==> config.mk <==
export PLATFORM = sky130hd
export DESIGN_NAME = sfi_core
export DESIGN_NICKNAME = d
export VERILOG_FILES = /design/src/sfi_pkg.sv /design/src/sfi_skid.sv /design/src/sfi_core.sv
export SDC_FILE = /design/constraint.sdc
export NUM_CORES = 1
export LEC_CHECK = 0
export BUFFER_PORTS_ARGS = -buffer_cell sky130_fd_sc_hd__buf_2
export CAP_MARGIN = 20
export CORE_MARGIN = 8
export CORE_UTILIZATION = 25
export CTS_CLUSTER_DIAMETER = 50
export DETAILED_ROUTE_END_ITERATION = 7
export HOLD_SLACK_MARGIN = 0.03
export PLACE_DENSITY = 0.52
export SYNTH_ARGS = -nofsm -noshare
export SYNTH_HDL_FRONTEND = slang
export SYNTH_SLANG_ARGS = --single-unit
==> constraint.sdc <==
create_clock -name mclk -period 26.4 [get_ports mclk]
set_clock_uncertainty 0.15 [all_clocks]
set_input_delay 0 -clock mclk [delete_from_list [all_inputs] [get_ports mclk]]
set_output_delay 0 -clock mclk [all_outputs]
set_load 0.005 [all_outputs]
==> src/sfi_pkg.sv <==
// package: register map, field positions and timing for the fabric interface
package sfi_pkg;
  localparam int          SFI_NCH           = 8;
  localparam int          SFI_FRAME_CYCLES  = 9720;
  localparam int          SFI_CLK_MHZ       = 40;
  localparam int          SFI_OH_MIN_MHZ    = 25;
  localparam int          SFI_PM_LAT        = 4;
  localparam int          SFI_SOH_BYTES     = 3;
  localparam int          SFI_ROW_BYTES     = 90;
  localparam logic [17:0] SFI_ADDR_PARITY   = 18'h3000c;
  localparam logic [17:0] SFI_ADDR_MODE     = 18'h30010;
  localparam logic [17:0] SFI_ADDR_OUTEN    = 18'h30014;
  localparam logic [17:0] SFI_ADDR_STATUS   = 18'h30018;
  localparam int          SFI_PAR_ODD_BIT   = 0;
  localparam int          SFI_MODE_PMBYP    = 0;
  localparam int          SFI_MODE_FIFOBYP  = 1;
  localparam int          SFI_MODE_FELB     = 2;
  localparam logic [31:0] SFI_PARITY_RST    = 32'h00000000;
  localparam logic [31:0] SFI_MODE_RST      = 32'h00000000;
  localparam logic [7:0]  SFI_OUTEN_RST     = 8'hff;
  localparam logic [7:0]  SFI_A1_BYTE       = 8'hf6;
  typedef enum logic [2:0] {
    SFI_BUS_IDLE = 3'b001,
    SFI_BUS_ACK  = 3'b010,
    SFI_BUS_HOLD = 3'b100
  } sfi_bus_t;
endpackage

==> src/sfi_skid.sv <==
// two-entry buffer with valid/ready on both sides
module sfi_skid
  import sfi_pkg::*;
#(
  parameter int W = 8
) (
  input  wire logic         clk,
  input  wire logic         rst_n,
  input  wire logic         in_valid,
  output logic              in_ready,
  input  wire logic [W-1:0] in_data,
  output logic              out_valid,
  input  wire logic         out_ready,
  output logic [W-1:0]      out_data
);
  initial begin
    if (W < 1) $error("sfi_skid width must be positive");
  end
  logic [W-1:0] mem_q [2];
  logic [W-1:0] mem_d [2];
  logic [1:0]   cnt_q, cnt_d;
  logic         wp_q, wp_d, rp_q, rp_d;
  logic         push, pop;
  logic         rdy_q;
  always_comb begin
    push    = in_valid && (cnt_q != 2'h2);
    pop     = (cnt_q != 2'h0) && out_ready;
    mem_d   = mem_q;
    wp_d    = wp_q;
    rp_d    = rp_q;
    cnt_d   = cnt_q;
    if (push) begin
      mem_d[wp_q] = in_data;
      wp_d        = ~wp_q;
    end
    if (pop) begin
      rp_d = ~rp_q;
    end
    if (push && !pop) begin
      cnt_d = cnt_q + 2'h1;
    end else if (pop && !push) begin
      cnt_d = cnt_q - 2'h1;
    end
  end
  always_ff @(posedge clk or negedge rst_n) begin
    if (!rst_n) begin
      mem_q[0] <= '0;
      mem_q[1] <= '0;
      cnt_q    <= 2'h0;
      wp_q     <= 1'b0;
      rp_q     <= 1'b0;
      rdy_q    <= 1'b1;
    end else begin
      mem_q <= mem_d;
      cnt_q <= cnt_d;
      wp_q  <= wp_d;
      rp_q  <= rp_d;
      rdy_q <= (cnt_d != 2'h2);
    end
  end
  // ready registered from the next count; no combinational path from out_ready
  assign in_ready  = rdy_q;
  assign out_valid = (cnt_q != 2'h0);
  assign out_data  = mem_q[rp_q];
endmodule

==> src/sfi_core.sv <==
// fabric-side parallel interface of the eight-channel transceiver core
module sfi_core
  import sfi_pkg::*;
#(
  parameter int NCH = SFI_NCH,
  parameter int LAT = SFI_PM_LAT
) (
  input  wire logic             mclk,
  input  wire logic             rst_b,
  input  wire logic [17:0]      avs_address,
  input  wire logic             avs_read,
  input  wire logic             avs_write,
  input  wire logic [31:0]      avs_writedata,
  output logic [31:0]           avs_readdata,
  output logic                  avs_waitrequest,
  input  wire logic             system_frame_pulse,
  input  wire logic             receive_alignment_pulse,
  input  wire logic [NCH*8-1:0] tx_channel_byte,
  input  wire logic [NCH-1:0]   tx_parity_in,
  input  wire logic             tx_valid,
  output logic                  tx_ready,
  output logic [NCH*8-1:0]      work_serial_byte,
  output logic [NCH*8-1:0]      protect_serial_byte,
  output logic [NCH-1:0]        tx_parity_error,
  input  wire logic [NCH*8-1:0] line_rx_byte,
  input  wire logic [NCH-1:0]   line_rx_frame,
  output logic [NCH*8-1:0]      rx_channel_byte,
  output logic [NCH-1:0]        rx_parity_out,
  output logic [NCH-1:0]        rx_frame_marker,
  output logic [NCH-1:0]        rx_payload_flag,
  output logic [NCH-1:0]        rx_c1j1_flag,
  output logic [NCH-1:0]        rx_output_enable_flag,
  output logic                  loopback_active
);
  initial begin
    if (NCH < 1 || NCH > 8) $error("sfi_core channel count out of range");
    if (LAT < 1 || LAT > 15) $error("sfi_core latency out of range");
  end

  logic rst_s1_q, rst_s2_q, rst_n;
  always_ff @(posedge mclk or negedge rst_b) begin
    if (!rst_b) begin
      rst_s1_q <= 1'b0;
      rst_s2_q <= 1'b0;
    end else begin
      rst_s1_q <= 1'b1;
      rst_s2_q <= rst_s1_q;
    end
  end
  assign rst_n = rst_s2_q;

  // pins from the fabric pass two flops
  logic [1:0] sfp_s1_q, sfp_s2_q, sfp_s3_q;
  always_ff @(posedge mclk or negedge rst_n) begin
    if (!rst_n) begin
      sfp_s1_q <= 2'b00;
      sfp_s2_q <= 2'b00;
      sfp_s3_q <= 2'b00;
    end else begin
      sfp_s1_q <= {receive_alignment_pulse, system_frame_pulse};
      sfp_s2_q <= sfp_s1_q;
      sfp_s3_q <= sfp_s2_q;
    end
  end
  logic system_frame_pulse_rise, align_rise;
  assign system_frame_pulse_rise = sfp_s2_q[0] && !sfp_s3_q[0];
  assign align_rise  = sfp_s2_q[1] && !sfp_s3_q[1];

  // register file
  sfi_bus_t    bus_q, bus_d;
  logic [31:0] par_q, par_d, mode_q, mode_d, rd_q, rd_d;
  logic [7:0]  outen_q, outen_d;
  logic [NCH-1:0] perr_seen_q, perr_seen_d;
  logic [NCH-1:0] perr_now;
  logic        req;
  logic        wait_q, wait_d;
  assign req = avs_read || avs_write;
  always_comb begin
    bus_d       = bus_q;
    par_d       = par_q;
    mode_d      = mode_q;
    outen_d     = outen_q;
    rd_d        = rd_q;
    perr_seen_d = perr_seen_q | perr_now;
    unique case (bus_q)
      SFI_BUS_IDLE: begin
        if (req) begin
          bus_d = SFI_BUS_ACK;
          rd_d  = 32'h00000000;
          if (avs_write) begin
            unique case (avs_address)
              SFI_ADDR_PARITY: par_d   = avs_writedata;
              SFI_ADDR_MODE:   mode_d  = avs_writedata;
              SFI_ADDR_OUTEN:  outen_d = avs_writedata[7:0];
              // write-one-clear, a new error in the same cycle wins
              SFI_ADDR_STATUS: perr_seen_d = (perr_seen_q & ~avs_writedata[NCH-1:0])
                                             | perr_now;
              default: ;
            endcase
          end else begin
            unique case (avs_address)
              SFI_ADDR_PARITY: rd_d = par_q;
              SFI_ADDR_MODE:   rd_d = mode_q;
              SFI_ADDR_OUTEN:  rd_d = {24'h000000, outen_q};
              SFI_ADDR_STATUS: rd_d = 32'(perr_seen_q);
              default:         rd_d = 32'h00000000;
            endcase
          end
        end
      end
      SFI_BUS_ACK:  bus_d = SFI_BUS_HOLD;
      SFI_BUS_HOLD: bus_d = SFI_BUS_IDLE;
      default:      bus_d = SFI_BUS_IDLE;
    endcase
    wait_d = (bus_d != SFI_BUS_ACK);
  end
  always_ff @(posedge mclk or negedge rst_n) begin
    if (!rst_n) begin
      bus_q       <= SFI_BUS_IDLE;
      par_q       <= SFI_PARITY_RST;
      mode_q      <= SFI_MODE_RST;
      outen_q     <= SFI_OUTEN_RST;
      rd_q        <= 32'h00000000;
      perr_seen_q <= '0;
      wait_q      <= 1'b1;
    end else begin
      bus_q       <= bus_d;
      par_q       <= par_d;
      mode_q      <= mode_d;
      outen_q     <= outen_d;
      rd_q        <= rd_d;
      perr_seen_q <= perr_seen_d;
      wait_q      <= wait_d;
    end
  end
  // one wait cycle, then a dead cycle so a held request is not taken twice
  assign avs_waitrequest = wait_q;
  assign avs_readdata    = rd_q;

  logic par_odd, pm_byp;
  assign par_odd  = par_q[SFI_PAR_ODD_BIT];
  assign pm_byp   = mode_q[SFI_MODE_PMBYP];

  // transmit path through the two-entry buffer, taken on mclk
  logic             tx_ovalid;
  logic [NCH*9-1:0] tx_odata;
  sfi_skid #(.W(NCH*9)) u_txbuf (
    .clk       (mclk),
    .rst_n     (rst_n),
    .in_valid  (tx_valid),
    .in_ready  (tx_ready),
    .in_data   ({tx_parity_in, tx_channel_byte}),
    .out_valid (tx_ovalid),
    .out_ready (1'b1),
    .out_data  (tx_odata)
  );

  logic [NCH*8-1:0] work_q, work_d, prot_q, prot_d;
  logic [NCH-1:0]   perr_q, perr_d;
  logic             lb_q, lb_d;
  genvar c;
  generate
    for (c = 0; c < NCH; c = c + 1) begin : g_tx
      // parity error when byte xor sense mismatches supplied bit
      assign perr_now[c] = tx_ovalid &&
        ((^tx_odata[c*8 +: 8]) ^ tx_odata[NCH*8 + c] ^ par_odd) != 1'b0;
    end
  endgenerate
  always_comb begin
    work_d = work_q;
    prot_d = prot_q;
    perr_d = perr_now;
    if (tx_ovalid) begin
      work_d = tx_odata[NCH*8-1:0];
      prot_d = tx_odata[NCH*8-1:0];
    end
    // loopback uses the frame pulse, mover must be in use
    lb_d = lb_q;
    if (!mode_q[SFI_MODE_FELB] || pm_byp) begin
      lb_d = 1'b0;
    end else if (system_frame_pulse_rise) begin
      lb_d = 1'b1;
    end
  end
  always_ff @(posedge mclk or negedge rst_n) begin
    if (!rst_n) begin
      work_q <= '0;
      prot_q <= '0;
      perr_q <= '0;
      lb_q   <= 1'b0;
    end else begin
      work_q <= work_d;
      prot_q <= prot_d;
      perr_q <= perr_d;
      lb_q   <= lb_d;
    end
  end
  assign work_serial_byte    = work_q;
  assign protect_serial_byte = prot_q;
  assign tx_parity_error     = perr_q;
  assign loopback_active     = lb_q;

  // receive path; recovered-clock timing (fifo bypass) is not modelled, the mode bit is
  // not decoded and all of it runs on mclk, the per-channel clock is outside this block
  logic [NCH*8-1:0] src_byte;
  logic [NCH-1:0]   src_frame;
  assign src_byte  = lb_q ? work_q : line_rx_byte;
  assign src_frame = lb_q ? {NCH{system_frame_pulse_rise}} : line_rx_frame;

  logic [NCH*8-1:0] dly_q [LAT];
  logic [NCH*8-1:0] dly_d [LAT];
  logic [NCH*8-1:0] rxb_q, rxb_d;
  logic [NCH-1:0]   rxp_q, rxp_d, rxf_q, rxf_d, spe_q, spe_d, c1_q, c1_d, en_q, en_d;
  logic [6:0]       col_q, col_d;
  logic             aligned_q, aligned_d;
  always_comb begin
    dly_d[0] = src_byte;
    for (int i = 1; i < LAT; i++) begin
      dly_d[i] = dly_q[i-1];
    end
    col_d     = col_q;
    aligned_d = aligned_q;
    if (!pm_byp && align_rise) begin
      col_d     = 7'h00;
      aligned_d = 1'b1;
    end else if (pm_byp) begin
      aligned_d = 1'b0;
    end else if (col_q == 7'(SFI_ROW_BYTES - 1)) begin
      col_d = 7'h00;
    end else begin
      col_d = col_q + 7'h01;
    end
    // bypass passes straight, marker lines up with A1
    rxb_d = pm_byp ? src_byte : dly_q[LAT-1];
    rxf_d = src_frame;
    en_d  = outen_q[NCH-1:0];
    for (int k = 0; k < NCH; k++) begin
      // parity covers the byte as it leaves, disabled lanes zeroed first
      if (!en_q[k]) begin
        rxb_d[k*8 +: 8] = 8'h00;
      end
      rxp_d[k] = (^rxb_d[k*8 +: 8]) ^ par_odd;
      spe_d[k] = !pm_byp && aligned_q && (col_q >= 7'(SFI_SOH_BYTES));
      c1_d[k]  = !pm_byp && aligned_q && (col_q == 7'(SFI_SOH_BYTES));
    end
  end
  always_ff @(posedge mclk or negedge rst_n) begin
    if (!rst_n) begin
      for (int i = 0; i < LAT; i++) begin
        dly_q[i] <= '0;
      end
      rxb_q     <= '0;
      rxp_q     <= '0;
      rxf_q     <= '0;
      spe_q     <= '0;
      c1_q      <= '0;
      en_q      <= '0;
      col_q     <= 7'h00;
      aligned_q <= 1'b0;
    end else begin
      dly_q     <= dly_d;
      rxb_q     <= rxb_d;
      rxp_q     <= rxp_d;
      rxf_q     <= rxf_d;
      spe_q     <= spe_d;
      c1_q      <= c1_d;
      en_q      <= en_d;
      col_q     <= col_d;
      aligned_q <= aligned_d;
    end
  end
  assign rx_channel_byte       = rxb_q;
  assign rx_parity_out         = rxp_q;
  assign rx_frame_marker       = rxf_q;
  assign rx_payload_flag       = spe_q;
  assign rx_c1j1_flag          = c1_q;
  assign rx_output_enable_flag = en_q;
endmodule

==> results.json <==
{
  "clkPwrFrac": 0.339,
  "grtUsageTotal": 0.139,
  "leakagePower_nw": 17.6,
  "finalSetupTns_ns": 0,
  "synth-seq-cells": 700,
  "hold_ws_ns": 0.0693,
  "switching_share": 0.322,
  "h-tree-depth": 3,
  "antenna_found_initial": 24,
  "syn-cell-area_mm2": 0.0274,
  "critical_path_class": "flop to asynchronous set/reset pin",
  "drive_above_1_share": 0.374,
  "vias": 17556,
  "fin_crit_ns": 4.28,
  "synthToLayoutAreaGrowth_pct": 36.7,
  "drtPass1Iterations": 4,
  "worst-slew-pin-transition_ns": 1.19,
  "grt_max_degree": 179,
  "relSlewSlack": 0.205,
  "synth.area.top_cells": "dfrtp_1 (63%), mux2_2 (11%), mux2i_1 (3.8%)",
  "max_cap_viol_count": 0,
  "wl_um": 85000,
  "rsz0062_at_grt": "false",
  "cp.required_ns": 26.88,
  "detail_route.wl_per_cell_um": 20.2,
  "clk_latency_ns": 0.65,
  "grt_pass1_vias": 18983,
  "avgSynthCellArea_um2": 14.2,
  "status": "completed",
  "vias_per_cell": 4.17,
  "synth_edf_count": 0,
  "io_pins": 476,
  "dp_slack_ns": 21.84,
  "cts_tree": "done",
  "drt_iter0_markers": 926,
  "syn_nets": 2135,
  "initial_core_util": 0.252,
  "root_buffer": "clkbuf_16",
  "synth_top_cell_area_share": 0.629,
  "ir_drop_v": 0.0000679,
  "ys_warn_count": 0,
  "async_flop_share": 1.00,
  "route.detailed.drc": 0,
  "port-buffer-count": 475,
  "fmax_ghz": 0.233,
  "grt_pass1_wl_um": 127000,
  "hp-class": "input port to flop",
  "ys_seq_area_frac": 0.640,
  "synthDistinctLibCells": 50,
  "dieArea_mm2": 0.120,
  "hpwl_um": 59600,
  "synth_top_area_cell": "dfrtp_1",
  "p_int_mw": 2.62,
  "cts_buffer_depth": 3,
  "crit_arrival_ns": 4.76,
  "clkSlewWorstSetupHoldPaths_ns": 0.05,
  "drtAntennaViolNets": 0,
  "pwr-share-seq": 0.394,
  "worstSetupEndpointType": "asynchronous set/reset pin",
  "die_x_um": 347,
  "p_sw_mw": 1.25,
  "grt_remaining_overflow": 0,
  "numCtsBuffers": 94,
  "post-route-worst-setup-slack_ns": 22.12,
  "synthCells": 1932,
  "clock_sinks": 700,
  "layout.nets": 2897,
  "place.gp.congestion": 0.769,
  "num_rows": 121,
  "post-route-period-util": 0.162,
  "combPwrFrac": 0.267,
  "power_per_cell_area_mw_per_mm2": 103,
  "final-setup-viol-count": 0,
  "die-height_um": 347,
  "path_max_fanout": 79,
  "drv_slew": 0,
  "fillCellCount": 10701,
  "critPathLaunchType": "flop",
  "core_mm2": 0.109,
  "post_cts_resized": 0,
  "hold_violations": 0,
  "dominantRegCellSynth": "dfrtp_1"
}
==> power groups by stage <==
stage                     logic (mW)  registers (mW)  clock network [mW]
final                           1.03            1.52                1.31
after global routing            1.13            1.55                1.39
after CTS                       1.07            1.52                1.35
after detailed placement        1.02            1.54                   0
after global placement          1.02            1.54                   0
after floorplan                0.709            1.44                   0
==> synthesized netlist by cell type (2+ instances only) <==
master / number
buf_6: 5
nor2b_1: 7
xnor2_1: 68
nor3_1: 17
nor3b_1: 2
a22oi_1: 24
clkbuf_1: 49
nand2_2: 2
a22o_1: 8
o211a_1: 17
buf_2: 19
nand2_1: 112
dfrtp_1: 689
or2_2: 16
a21oi_1: 19
inv_1: 20
o2bb2ai_1: 8
nand2b_1: 4
o21ai_0: 142
o21ba_2: 31
nor4_1: 4
ha_1: 2
mux2_2: 262
nor2_1: 65
o31ai_1: 3
xnor3_1: 16
buf_4: 93
mux2i_1: 105
mux2_4: 17
dfstp_2: 11
xnor2_2: 16
nand3_1: 6
xor2_1: 56
==> cell type report <==
cell class                 instances  area [um2]  area share
clock buffer                     120        2670      0.0714
sequential                       700       17500       0.469
antenna                           23        57.6     0.00154
timing repair buffer             834        5920       0.158
inverter                          21        78.8     0.00211
clock inverter                    55         623      0.0166
tap                             1414        1770      0.0472
multi-input combinational       1043        8780       0.234
==> cells in the final DEF (no fill, tap or decap), types with 5 or more instances in the layout <==
master | netlist | layout
xnor3_1 | 16 | 16
nor3_1 | 17 | 17
nor2_1 | 65 | 63
clkinv_2 | 0 | 19
dlygate4sd3_1 | 0 | 334
bufinv_16 | 0 | 9
buf_4 | 93 | 24
nand3_1 | 6 | 5
a22o_1 | 8 | 8
buf_2 | 19 | 475
a22oi_1 | 24 | 24
inv_1 | 20 | 20
clkinv_4 | 0 | 5
mux2_2 | 262 | 262
a21oi_1 | 19 | 19
xor2_1 | 56 | 56
o21ai_0 | 142 | 142
diode_2 | 0 | 23
o211a_1 | 17 | 17
o21ba_2 | 31 | 31
dfrtp_1 | 689 | 684
or2_2 | 16 | 16
dfstp_2 | 11 | 11
xnor2_1 | 68 | 68
inv_6 | 0 | 13
nand2_1 | 112 | 112
mux2_4 | 17 | 17
xnor2_2 | 16 | 16
mux2i_1 | 105 | 105
clkbuf_1 | 49 | 6
nor2b_1 | 7 | 7
clkbuf_16 | 0 | 96
clkbuf_8 | 0 | 18
o2bb2ai_1 | 8 | 8
==> repair_timing <==
action / CTS / global route
hold buffers: 334 / 0
buffers inserted: 0 / 0
hold endpoints to repair: 409 / 0
==> worst max-delay path, cell delays in order (launching register included) <==
cell and delay (ns):
dfrtp_4 0.89, buf_4 0.75, buf_4 0.64, buf_4 0.83, buf_4 0.86
==> sequential cells by signal, indices dropped and copies added, names as in the netlist, 3 cells and up <==
register               flops
u_txbuf.mem_q            144
rx_parity_out              8
tx_parity_error            8
en_d                       8
mode_q                    32
bus_q                      3
avs_readdata              32
protect_serial_byte       64
rx_frame_marker            8
dly_q                     64
rx_output_enable_flag      8
dly_d                    192
perr_seen_q                8
rx_channel_byte           64
col_q                      7
par_q                     32
==> stage by stage <==
step                      cells  utilization  total power [mW]  area (um2)
after floorplan            1932            -              2.15       27400
final                      4210        0.344              3.86       37400
after global routing       4201        0.344              4.08       37400
after global placement     3678        0.283              2.56       30700
after detailed placement   3678        0.283              2.57       30700
after CTS                  4187        0.344              3.94       37400
==> worst paths after layout <==
kind                            startpoint                 end  slack (ns)  cells after the start
max                                  rst_n    rx_parity_out[7]       22.12                      4
min reg2reg                     dly_d[174]          dly_d[110]        0.19                      0
max reg2reg                          rst_n    rx_parity_out[7]       22.12                      4
min in group asynchronous            rst_n    u_txbuf.cnt_q[1]        0.23                      0
max in group mclk          loopback_active    rx_parity_out[3]       23.04                      6
min                        tx_parity_in[6]  u_txbuf.mem_q[142]        0.07                      3
==> layer usage <==
metal	vias to the layer above	GRT usage	wire [um]
met3	146	0.0376	5590
met1	8861	0.185	37900
met4	4	0.0491	2700
li1	8120	-	-
met2	425	0.217	38800
met5	-	0	27
==> cells by family (layout without fill, tap and decap cells) <==
family	after synthesis	after routing	share of synthesized area
fa+ha+maj	2	2	0.000913
buf+inv	189	1030	0.0409
xor+xnor	156	156	0.0623
compound gates	257	257	0.0611
mux	385	385	0.156
flops	700	700	0.640
other cells	1	24	0.000137
simple gates	242	242	0.0387
Note: power is estimated with default switching activity, not from simulation.
